<file path="config.mk">
export PLATFORM = sky130hd
export DESIGN_NAME = interval_timer
export DESIGN_NICKNAME = d
export VERILOG_FILES = /design/src/timer_pkg.sv /design/src/edge_sync.sv /design/src/period_counter.sv /design/src/interval_timer.sv
export VERILOG_INCLUDE_DIRS = /design/src /design/src/src
export SDC_FILE = /design/constraint.sdc
export NUM_CORES = 1
export LEC_CHECK = 0
export ABC_AREA = 1
export ABC_CLOCK_PERIOD_IN_PS = 3100
export BUFFER_PORTS_ARGS = -buffer_cell sky130_fd_sc_hd__buf_2
export CORE_MARGIN = 1
export CORE_UTILIZATION = 55
export DETAILED_ROUTE_END_ITERATION = 8
export GPL_TIMING_DRIVEN = 0
export MAX_ROUTING_LAYER = met4
export PLACE_DENSITY = 0.79
export SLEW_MARGIN = 20
export SYNTH_ARGS = -nofsm -noshare
export SYNTH_HDL_FRONTEND = slang
export SYNTH_SLANG_ARGS = --single-unit
export TNS_END_PERCENT = 5
</file>
<file path="constraint.sdc">
create_clock -name pclk -period 3.1 [get_ports pclk]
set_clock_uncertainty 0.2 [all_clocks]
set_input_delay 0.465 -clock pclk [delete_from_list [all_inputs] [get_ports pclk]]
set_output_delay 0.465 -clock pclk [all_outputs]
set_load 0.05 [all_outputs]
</file>
<file path="src/timer_cfg.svh">
`ifndef TIMER_CFG_SVH
`define TIMER_CFG_SVH

// register byte offsets on the apb bus
`define OFF_CMD        8'h00
`define OFF_PERIOD_LO  8'h04
`define OFF_PERIOD_HI  8'h08
`define OFF_PIN_LEVEL  8'h0C
`define OFF_PIN_DIR    8'h10

// command codes in the low nibble of the command register
`define CMD_IRQ_ON     4'h1
`define CMD_IRQ_OFF    4'h2
`define CMD_ONESHOT    4'h3
`define CMD_RETRIG     4'h4
`define CMD_SRC_INT    4'h5
`define CMD_SRC_EXT    4'h6
`define CMD_ROUTE_ON   4'h7
`define CMD_ROUTE_OFF  4'h8
`define CMD_START      4'h9
`define CMD_STOP       4'hA
`define CMD_RESET      4'hB

// field positions
`define CMD_FIELD      3:0
`define LO_BYTE        7:0
`define HI_BYTE        15:8

// reset values
`define PERIOD_RST     16'h0000
`define DATA_ZERO      32'h00000000
`define PAD_24         24'h000000
`define PAD_7          7'h00

`endif

</file>
<file path="src/timer_pkg.sv">
package timer_pkg;

    typedef enum logic [1:0] {
        ST_IDLE = 2'b00,
        ST_RUN  = 2'b01,
        ST_DONE = 2'b11
    } run_state_t;

    typedef enum logic {
        MODE_RETRIG  = 1'b0,
        MODE_ONESHOT = 1'b1
    } mode_t;

endpackage

</file>
<file path="src/edge_sync.sv">
`timescale 1ns/100ps

module edge_sync (
    input  wire logic clk,
    input  wire logic rst_n,
    input  wire logic async_in,
    output logic      level,
    output logic      rise
);

    logic meta;
    logic stage;
    logic prev;

    // meta feeds stage only; the edge detector looks at stage and prev
    always_ff @(posedge clk or negedge rst_n) begin
        if (!rst_n) begin
            meta  <= 1'b0;
            stage <= 1'b0;
            prev  <= 1'b0;
        end else begin
            meta  <= async_in;
            stage <= meta;
            prev  <= stage;
        end
    end

    assign level = stage;
    assign rise  = stage && !prev;

endmodule

</file>
<file path="src/period_counter.sv">
`timescale 1ns/100ps

module period_counter #(
    parameter int WIDTH = 16
) (
    input  wire logic             clk,
    input  wire logic             rst_n,
    input  wire logic             load,
    input  wire logic [WIDTH-1:0] load_value,
    input  wire logic             tick,
    output logic                  expire
);

    localparam logic [WIDTH-1:0] ONE = {{(WIDTH-1){1'b0}}, 1'b1};

    logic [WIDTH-1:0] count;

    // a loaded value of zero or one expires on the first tick
    assign expire = tick && (count <= ONE);

    always_ff @(posedge clk or negedge rst_n) begin
        if (!rst_n) begin
            count <= '0;
        end else if (load) begin
            count <= load_value;
        end else if (tick && !expire) begin
            count <= count - ONE;
        end
    end

endmodule

</file>
<file path="src/interval_timer.sv">
// Behaviour
// low nibble commands self-clear: 1001 start, 1010 stop, 1011 reset timer
// codes 1100 to 1111 do nothing; upper command bits are ignored
// command 0001 enables the timer interrupt, 0010 disables it
// command 0011 selects one-shot, 0100 selects re-triggerable operation
// command 0101 counts the internal clock, 0110 the external pin
// command 0111 routes timer output to pin zero, 1000 removes it
// software keeps the period between 0x0002 and 0xFFFF
// period splits into high half P and low half Q, Q gets the odd one
// one-shot output high while running, low and stays low after N clocks
// one-shot restart before timeout reloads the full N count
// after one-shot timeout start is ignored; only stop returns output high; the code also returns it high on the reset command
// once one-shot started, period writes and other commands are ignored
// re-triggerable output high P clocks, low Q clocks, high when stopped
// while re-triggerable runs, only stop and reset are accepted
// routed pin is forced output, driven high, pin registers lose control; the code drives it with timer_out instead
// interrupt at one-shot timeout, or at every re-triggerable rising edge
// command read gives 0x01 if enabled and pending; read or reset clears
// stop and later start leave a pending interrupt alone
// any reset stops timer, disables interrupt, re-trig, internal, unrouted
// period bytes read back as programmed, reset to zero, kept on reset cmd
// external count clock is synchronised, one count per rising edge
`timescale 1ns/100ps
`include "timer_cfg.svh"

module interval_timer #(
    parameter int PERIOD_W = 16
) (
    input  wire logic        pclk,
    input  wire logic        presetn,
    input  wire logic        psel,
    input  wire logic        penable,
    input  wire logic        pwrite,
    input  wire logic [7:0]  paddr,
    input  wire logic [31:0] pwdata,
    output logic      [31:0] prdata,
    output logic             pready,
    output logic             pslverr,
    input  wire logic        external_count_clock_pin,
    input  wire logic        multipurpose_pin_zero_in,
    output logic             multipurpose_pin_zero_out,
    output logic             multipurpose_pin_zero_oe_n,
    output logic             timer_out,
    output logic             timer_irq
);
    import timer_pkg::*;

    ////////////////////////////////////////////////////////////////////////
    // state

    run_state_t          run_state;
    timer_pkg::mode_t    mode;
    logic                phase_high;
    logic                irq_en;
    logic                ext_src;
    logic                route;
    logic                pending;
    logic                read_snap;
    logic                pin_level;
    logic                pin_dir;
    logic [PERIOD_W-1:0] period;

    logic                ext_rise;
    logic                pin_sync_level;
    logic                expire;
    logic                tick;
    logic                setup;
    logic                access;
    logic                apb_wr;
    logic                apb_rd;
    logic                mapped;
    logic                cmd_wr;
    logic [3:0]          cmd;
    logic                blocked;
    logic                start_cmd;
    logic                stop_cmd;
    logic                reset_cmd;
    logic                cfg_ok;
    logic                start_ok;
    logic                timeout;
    logic                irq_set;
    logic                read_clear;
    logic                load;
    logic [PERIOD_W-1:0] load_value;
    logic [PERIOD_W-1:0] half_p;
    logic [PERIOD_W-1:0] half_q;
    logic [7:0]          next_byte;

    ////////////////////////////////////////////////////////////////////////
    // count source
    edge_sync u_ext_sync (
        .clk      (pclk),
        .rst_n    (presetn),
        .async_in (external_count_clock_pin),
        .level    (),
        .rise     (ext_rise)
    );

    edge_sync u_pin_sync (
        .clk      (pclk),
        .rst_n    (presetn),
        .async_in (multipurpose_pin_zero_in),
        .level    (pin_sync_level),
        .rise     ()
    );

    // internal source counts every pclk; the rate is fixed by pclk itself
    assign tick = ext_src ? ext_rise : 1'b1;

    period_counter #(
        .WIDTH (PERIOD_W)
    ) u_counter (
        .clk        (pclk),
        .rst_n      (presetn),
        .load       (load),
        .load_value (load_value),
        .tick       (tick),
        .expire     (expire)
    );

    ////////////////////////////////////////////////////////////////////////
    // bus decode and command decode
    assign setup  = psel && !penable;
    assign access = psel && penable && pready;
    assign apb_wr = access && pwrite;
    assign apb_rd = access && !pwrite;
    assign mapped = (paddr == `OFF_CMD) || (paddr == `OFF_PERIOD_LO) ||
                    (paddr == `OFF_PERIOD_HI) || (paddr == `OFF_PIN_LEVEL) ||
                    (paddr == `OFF_PIN_DIR);

    assign cmd_wr    = apb_wr && (paddr == `OFF_CMD);
    assign cmd       = pwdata[`CMD_FIELD];
    assign blocked   = (run_state != ST_IDLE);
    assign start_cmd = cmd_wr && (cmd == `CMD_START);
    assign stop_cmd  = cmd_wr && (cmd == `CMD_STOP);
    assign reset_cmd = cmd_wr && (cmd == `CMD_RESET);
    assign cfg_ok    = cmd_wr && !blocked;

    // restart only reloads a one-shot still counting
    assign start_ok = start_cmd && ((run_state == ST_IDLE) ||
                      (mode == MODE_ONESHOT && run_state == ST_RUN));
    assign timeout  = expire && (run_state == ST_RUN) && !start_ok &&
                      !stop_cmd && !reset_cmd;

    // odd leftover goes to the low phase
    assign half_p = period >> 1;
    assign half_q = period - half_p;

    always_comb begin
        load       = 1'b0;
        load_value = period;
        if (start_ok) begin
            load       = 1'b1;
            load_value = (mode == MODE_ONESHOT) ? period : half_p;
        end else if (timeout && mode == MODE_RETRIG) begin
            load       = 1'b1;
            load_value = phase_high ? half_q : half_p;
        end
    end

    assign irq_set    = timeout && ((mode == MODE_ONESHOT) || !phase_high);
    assign read_clear = apb_rd && (paddr == `OFF_CMD) && read_snap;

    ////////////////////////////////////////////////////////////////////////
    // run state and timer output
    always_ff @(posedge pclk or negedge presetn) begin
        if (!presetn) begin
            run_state  <= ST_IDLE;
            timer_out  <= 1'b1;
            phase_high <= 1'b1;
        end else if (reset_cmd || stop_cmd) begin
            run_state  <= ST_IDLE;
            timer_out  <= 1'b1;
            phase_high <= 1'b1;
        end else if (start_ok) begin
            run_state  <= ST_RUN;
            timer_out  <= 1'b1;
            phase_high <= 1'b1;
        end else if (timeout) begin
            case (mode)
                MODE_ONESHOT: begin
                    run_state <= ST_DONE;
                    timer_out <= 1'b0;
                end
                MODE_RETRIG: begin
                    phase_high <= !phase_high;
                    timer_out  <= !phase_high;
                end
                default: begin
                    run_state <= ST_IDLE;
                end
            endcase
        end
    end

    ////////////////////////////////////////////////////////////////////////
    // configuration set by commands
    always_ff @(posedge pclk or negedge presetn) begin
        if (!presetn) begin
            irq_en  <= 1'b0;
            mode    <= MODE_RETRIG;
            ext_src <= 1'b0;
            route   <= 1'b0;
        end else if (reset_cmd) begin
            irq_en  <= 1'b0;
            mode    <= MODE_RETRIG;
            ext_src <= 1'b0;
            route   <= 1'b0;
        end else if (cfg_ok) begin
            // reserved codes fall through with no action
            case (cmd)
                `CMD_IRQ_ON:    irq_en  <= 1'b1;
                `CMD_IRQ_OFF:   irq_en  <= 1'b0;
                `CMD_ONESHOT:   mode    <= MODE_ONESHOT;
                `CMD_RETRIG:    mode    <= MODE_RETRIG;
                `CMD_SRC_INT:   ext_src <= 1'b0;
                `CMD_SRC_EXT:   ext_src <= 1'b1;
                `CMD_ROUTE_ON:  route   <= 1'b1;
                `CMD_ROUTE_OFF: route   <= 1'b0;
                default:        route   <= route;
            endcase
        end
    end

    ////////////////////////////////////////////////////////////////////////
    // period bytes, untouched by the reset command
    always_ff @(posedge pclk or negedge presetn) begin
        if (!presetn) begin
            period <= `PERIOD_RST;
        end else if (apb_wr && !blocked) begin
            if (paddr == `OFF_PERIOD_LO) begin
                period[`LO_BYTE] <= pwdata[`LO_BYTE];
            end
            if (paddr == `OFF_PERIOD_HI) begin
                period[`HI_BYTE] <= pwdata[`LO_BYTE];
            end
        end
    end

    ////////////////////////////////////////////////////////////////////////
    // pending interrupt: a new event beats a clear in the same cycle
    always_ff @(posedge pclk or negedge presetn) begin
        if (!presetn) begin
            pending <= 1'b0;
        end else if (irq_set) begin
            pending <= 1'b1;
        end else if (read_clear || reset_cmd) begin
            pending <= 1'b0;
        end
    end

    always_ff @(posedge pclk or negedge presetn) begin
        if (!presetn) begin
            timer_irq <= 1'b0;
        end else begin
            timer_irq <= irq_en && pending;
        end
    end

    ////////////////////////////////////////////////////////////////////////
    // apb slave: read data is captured in setup, zero wait states
    always_comb begin
        next_byte = 8'h00;
        case (paddr)
            `OFF_CMD:       next_byte = {`PAD_7, irq_en && pending};
            `OFF_PERIOD_LO: next_byte = period[`LO_BYTE];
            `OFF_PERIOD_HI: next_byte = period[`HI_BYTE];
            `OFF_PIN_LEVEL: next_byte = {`PAD_7, pin_sync_level};
            `OFF_PIN_DIR:   next_byte = {`PAD_7, pin_dir};
            default:        next_byte = 8'h00;
        endcase
    end

    always_ff @(posedge pclk or negedge presetn) begin
        if (!presetn) begin
            pready    <= 1'b0;
            pslverr   <= 1'b0;
            prdata    <= `DATA_ZERO;
            read_snap <= 1'b0;
        end else begin
            pready  <= setup;
            pslverr <= setup && !mapped;
            if (setup) begin
                prdata    <= pwrite ? `DATA_ZERO : {`PAD_24, next_byte};
                // only what was reported (or hidden by the mask) is cleared
                read_snap <= !pwrite && (paddr == `OFF_CMD) && pending;
            end
        end
    end

    ////////////////////////////////////////////////////////////////////////
    // pin zero: pin registers and timer routing
    always_ff @(posedge pclk or negedge presetn) begin
        if (!presetn) begin
            pin_level <= 1'b0;
            pin_dir   <= 1'b0;
        end else if (apb_wr) begin
            if (paddr == `OFF_PIN_LEVEL) begin
                pin_level <= pwdata[0];
            end
            if (paddr == `OFF_PIN_DIR) begin
                pin_dir <= pwdata[0];
            end
        end
    end

    // pin comes up as an input; output enable is active low
    always_ff @(posedge pclk or negedge presetn) begin
        if (!presetn) begin
            multipurpose_pin_zero_out  <= 1'b0;
            multipurpose_pin_zero_oe_n <= 1'b1;
        end else begin
            multipurpose_pin_zero_out  <= route ? timer_out : pin_level;
            multipurpose_pin_zero_oe_n <= !(route || pin_dir);
        end
    end
endmodule

</file>
==> results.json, run 1 <==
{
  "finalSetupViolations": 0,
  "status": "finished, violations left",
  "max_freq_mhz": 388.2,
  "post_cts.repair.setup_buffers": 0,
  "antenna_found_initial": 0,
  "synth_edf_count": 0,
  "min_period_ns": 2.576,
  "die_x_um": 94.12,
  "clkTransAtPathRegs_ns": 0.08,
  "slew_viol_final": 0,
  "grt_pass1_vias": 4427,
  "gp_congestion": 0.9639,
  "final_cell_mix": "150 x nand2_1, 63 x nor2_1, 63 x o21ai_0",
  "fin_hold_ws_ns": -0.03430,
  "async_flop_share_pct": 100.0,
  "routed_wl_mm": 13.03,
  "worstMarginPinSlew_ns": 0.8104,
  "grt_overflow": 0,
  "max_cap_violations": 0,
  "min_period_over_period_pct": 83.10,
  "die-area_um2": 8858,
  "routed_via_density": 5.516,
  "final_common_cell": "nand2_1",
  "pre_cts_slack_ns": 0.5673,
  "seq_area_frac_synth_pct": 33.32,
  "dr.pass1.iters": 5,
  "hold_path_class": "in2async",
  "area_growth_pct": 14.18,
  "die_h_um": 94.12,
  "ys_seq_elements": 62,
  "cts_max_level": 3,
  "placementRows": 33,
  "num_vias": 4650,
  "cpPeakStageDelay_ns": 0.41,
  "startpoint_type": "flip-flop",
  "antenna_cells": 0,
  "slew_headroom_pct": 45.97,
  "routedWlPerCell_um": 15.46,
  "path_buf_inv": 1,
  "drc": 0,
  "grt_max_degree": 63,
  "numCtsBuffers": 9,
  "path_delay_family": "compound AO/OA/AOI/OAI gates",
  "clock_sinks": 62,
  "fin_setup_tns_ns": 0,
  "power-per-cell-area_nw_per_um2": 367.6,
  "post-dp-hpwl_mm": 10.04,
  "clockBufferDepth": 2,
  "violations": "hold timing",
  "drt-initial-drc-count": 387,
  "clock_latency_ns": 0.36,
  "clockRootBuffer": "clkbuf_8",
  "grt_pass1_wl_mm": 21.07,
  "fin_ws_ns": 0.5238,
  "crit_type": "reg2reg",
  "critical_path.max_fanout": 5,
  "antenna_left": 0,
  "peakVddDrop_v": 0.0003172,
  "final-hold-violation-count": 13,
  "synth_cells": 662,
  "drive_gt1_share_pct": 16.94,
  "path_cells": "inv_1 > ha_1 > fa_1 > o21ai_1 > nand2_1 > nand2_1 > a21oi_1 > o21ai_0 > o211ai_1 > o21ai_0 > nor2_1",
  "synthFlopType": "dfrtp_1",
  "cts_tree": "built",
  "synth_cell_types": 49,
  "core_area_um2": 8217,
  "gr-usage-all-layers_pct": 32.31,
  "leakagePower_nw": 2.735,
  "crit_arrival_ns": 2.61,
  "synth.avg_cell_area_um2": 7.050,
  "p_total_mw": 1.959,
  "endpoint_kind": "flip-flop",
  "yosys_warnings": 0,
  "syn_area_um2": 4667,
  "io_pins": 85,
  "initial_core_util_pct": 56.80,
  "required_ns": 3.13,
  "numPortBuffers": 36,
  "layout.nets": 798,
  "cpMaxStageDelayCell": "fa_1",
  "rsz0062_at_grt": "no"
}
[power breakdown]
part           leakage, nW  switching (mW)  internal, mW
Sequential           0.775          0.0127         0.826
Clock                0.126           0.375         0.547
Combinational         1.83           0.143        0.0547
Total                 2.73           0.531          1.43
[final timing paths]
path	endpoint	cells past startpoint	slack, ns	start
hold reg to reg	u_pin_sync.level	0	0.16	u_pin_sync.meta
setup reg to reg	u_counter.count[6]	11	0.52	period[0]
min in group pclk	u_pin_sync.meta	1	0.02	multipurpose_pin_zero_in
setup / recovery	u_counter.count[6]	11	0.52	period[0]
max in group asynchronous	period[12]	1	2.16	presetn
hold / removal	u_counter.count[10]	1	-0.03	presetn
[layer usage]
| layer | track usage (%) | vias to the layer above | wire length [µm] |
|---|---|---|---|
| li1 | - | 2290 | - |
| met1 | 40.24 | 2131 | 5667 |
| met2 | 51.70 | 187 | 6075 |
| met3 | 5.340 | 42 | 852 |
| met4 | 14.23 | 0 | 435 |
| met5 | - | - | 0 |
[synth_stat cells (2+ instances only)]
master	count	area (µm²)
nand3_4	2	35.03
ha_1	17	212.7
clkinv_1	2	7.510
o211ai_1	5	37.54
nand2_4	2	22.52
nor2_8	2	40.04
a21oi_2	4	35.03
o21ai_1	12	60.06
o22ai_1	9	56.30
nor2_1	63	236.5
a21oi_1	32	160.2
a211oi_1	2	15.01
dfrtp_1	59	1476
or2_2	2	12.51
o21a_1	3	22.52
nand4_1	11	68.82
nand3_1	55	275.3
buf_2	2	10.01
buf_4	25	187.7
nor2_4	2	22.52
inv_2	15	56.30
buf_6	2	22.52
clkbuf_1	10	37.54
nor2_2	3	18.77
o31ai_1	2	15.01
nand2_2	4	25.02
nand4_2	2	25.02
a31oi_1	4	25.02
nor3_1	4	20.02
o21ai_0	63	315.3
inv_1	62	232.7
xor2_1	12	105.1
dfstp_2	3	78.83
nand2_1	150	563.0
[state kept, by name, indices dropped and copies added (netlist names), 2 cells and up]
name / count
period: 16
u_counter.count: 16
prdata: 8
run_state: 2
[cell type report]
type	count	area, µm²
clock inverter	7	127.6
fill	741	2888
buffer	40	261.5
inverter	79	296.5
timing repair buffer	37	192.7
tap	105	131.4
multi-input combinational	504	2640
sequential	62	1555
clock buffer	9	123.9
[what timing repair did]
item | in CTS | in global routing
hold endpoints to repair | 0 | 1
resized for setup | 0 | 0
hold buffers | 0 | 1
[cells by family (layout without fill, tap and decap cells)]
group / after synthesis / count (layout) / share of synthesized area (%)
buf+inv: 119 / 172 / 11.96
mux: 1 / 1 / 0.2413
flops: 62 / 62 / 33.32
xor+xnor: 13 / 13 / 2.440
other cells: 1 / 24 / 0.08035
compound gates: 143 / 143 / 17.13
fa+ha+maj: 18 / 18 / 4.987
simple gates: 305 / 305 / 29.84
[per-stage QoR]
stage                     util (%)  cells  cell area, µm²  hold slack (ns)
after CTS                    64.73    842            5319         0.005777
after global routing         64.85    843            5329         0.004042
after detailed placement     61.67    826            5067           0.1471
final                        64.85    843            5329         -0.03430
after floorplan                  -    685            4753         -0.03059
after global placement       61.64    826            5065           0.1338
Power figures use the tool's default switching activity.
==> run 2: changes to the inputs <==
Settings changed: ABC_CLOCK_PERIOD_IN_PS 3100 to 2300, CORE_UTILIZATION 55 to 51, PLACE_DENSITY 0.79 to 0.77.
Clock period 3.1 ns to 2.3 ns, I/O delays scaled along.
==> results.json, run 2 (same netlist as run 1, synthesis figures left out) <==
{
  "placed_area_um2": 5071,
  "slew_headroom_pct": 47.72,
  "final_cell_mix": "147 x nand2_1, 63 x nor2_1, 59 x o21ai_0",
  "routedWlPerCell_um": 15.60,
  "min_period_over_period_pct": 99.22,
  "power-per-cell-area_nw_per_um2": 464.3,
  "die_x_um": 97.66,
  "antenna_found_initial": 0,
  "crit_type": "reg2reg",
  "grt_pass1_vias": 4446,
  "status": "finished, violations left",
  "dr.pass1.iters": 7,
  "seq_area_um2": 1568,
  "finalSetupViolations": 0,
  "layout.nets": 811,
  "endpoint_kind": "flip-flop",
  "final_common_cell": "nand2_1",
  "violations": "DRC",
  "final-hold-violation-count": 0,
  "max_freq_mhz": 438.2,
  "slew_viol_final": 0,
  "clockRootBuffer": "clkbuf_8",
  "required_ns": 2.36,
  "clockBufferDepth": 2,
  "rsz0062_at_grt": "yes",
  "clock_sinks": 62,
  "final_util_pct": 63.60,
  "area_growth_pct": 20.00,
  "clock_latency_ns": 0.34,
  "cts_max_level": 3,
  "grt_pass1_wl_mm": 21.59,
  "design_area_um2": 5600,
  "antenna_left": 0,
  "worstMarginPinSlew_ns": 0.7842,
  "peakVddDrop_v": 0.0004392,
  "num_vias": 4782,
  "gp_congestion": 0.9818,
  "hold_path_class": "in2reg",
  "drt-initial-drc-count": 443,
  "die_h_um": 97.66,
  "n_fill_cell": 813,
  "clkTransAtPathRegs_ns": 0.07,
  "critical_path.max_fanout": 6,
  "placementRows": 34,
  "startpoint_type": "flip-flop",
  "crit_top_cell": "nor2_1",
  "p_total_mw": 2.600,
  "initial_core_util_pct": 53.00,
  "grt_overflow": 0,
  "min_period_ns": 2.282,
  "crit_arrival_ns": 2.34,
  "core_area_um2": 8806,
  "gr-usage-all-layers_pct": 29.76,
  "io_pins": 85,
  "drc": 10,
  "numPortBuffers": 36,
  "grt_max_degree": 63,
  "drive_gt1_share_pct": 23.57,
  "path_cells": "inv_1 > ha_1 > a21oi_1 > nor2_1 > nor2_1 > nand3_2 > nor2_1 > nor2_1 > nand2_1 > nand3_1 > nand2_1 > nand2_1 > o21ai_1",
  "cts_tree": "built",
  "cpMaxStageDelayCell": "dfrtp_2",
  "routed_wl_mm": 13.40,
  "cpPeakStageDelay_ns": 0.46,
  "max_cap_violations": 0,
  "antenna_cells": 0,
  "top_regs": "period (16), u_counter.count (16), prdata (8)",
  "routed_via_density": 5.567,
  "numCtsBuffers": 9,
  "leakagePower_nw": 2.800,
  "multiInputGateArea_um2": 2788,
  "die-area_um2": 9537,
  "post-dp-hpwl_mm": 9.836
}
## run 2: cell count changes in the layout (fill, tap and decap cells not counted), sizes merged
| cell | change |
|---|---|
| buf | +12 |
| clkbuf | +1 |
| clkinv | -1 |
| clkinvlp | +2 |
| dlygate4sd3 | +2 |
| inv | -3 |
## run 2: area by class of cell
class	instances	area share (%)
clock buffer	11	2.525
multi-input combinational	504	49.78
sequential	62	27.99
inverter	79	5.362
timing repair buffer	51	5.429
buffer	39	4.602
tap	108	2.413
clock inverter	5	1.899
## run 2: through the flow
stage | hold WS (ns) | worst slack [ns] | instances | TNS (ns)
global route | 0.08496 | -0.1195 | 859 | -0.6088
detailed placement | 0.1403 | -0.2337 | 829 | -1.073
floorplan | -0.1506 | 0.1355 | 685 | 0
CTS | 0.05500 | -0.02410 | 852 | -0.04622
finish | 0.06443 | 0.01801 | 859 | 0
global placement | 0.1330 | -0.2388 | 829 | -0.9321
## run 2: worst paths after layout
check / startpoint / to / slack, ns / cells after the start
worst max-delay path: period[9] / u_counter.count[11] / 0.02 / 13
worst min-delay path: pwdata[7] / period[7] / 0.06 / 3
worst max register to register: period[9] / u_counter.count[11] / 0.02 / 13
worst min register to register: u_pin_sync.meta / u_pin_sync.level / 0.15 / 0
max in group asynchronous: presetn / period[12] / 0.91 / 2
min in group asynchronous: presetn / u_counter.count[0] / 0.40 / 2
## run 2: power by group
group | switching (mW) | leakage [nW] | total (mW) | internal (mW)
clock | 0.447 | 0.120 | 1.20 | 0.752
combinational | 0.194 | 1.92 | 0.270 | 0.0762
sequential | 0.0170 | 0.758 | 1.13 | 1.11
## run 2: repair_timing
item,CTS,global route
cloned,0,1
hold buffers,3,0
setup endpoints to repair,12,16
endpoints found under the hold margin,61,0
pin swaps,2,9
resized for setup,11,41
setup buffers,4,7
## run 2: per-layer routing
| metal | track usage [%] | vias to the layer above | wire length (µm) |
|---|---|---|---|
| li1 | - | 2316 | - |
| met1 | 37.71 | 2219 | 5624 |
| met2 | 46.75 | 209 | 6502 |
| met3 | 5.324 | 38 | 901 |
| met4 | 12.94 | 0 | 372 |
| met5 | - | - | 0 |
## run 2: critical path, delay by kind of cell (launching register included)
family | cells | cell delay (ns)
adder cells (fa/ha/maj) | 1 | 0.30
AND/OR/NAND/NOR | 9 | 0.77
buffers and inverters | 1 | 0.14
flip-flops | 1 | 0.46
AO/OA/AOI/OAI | 2 | 0.34
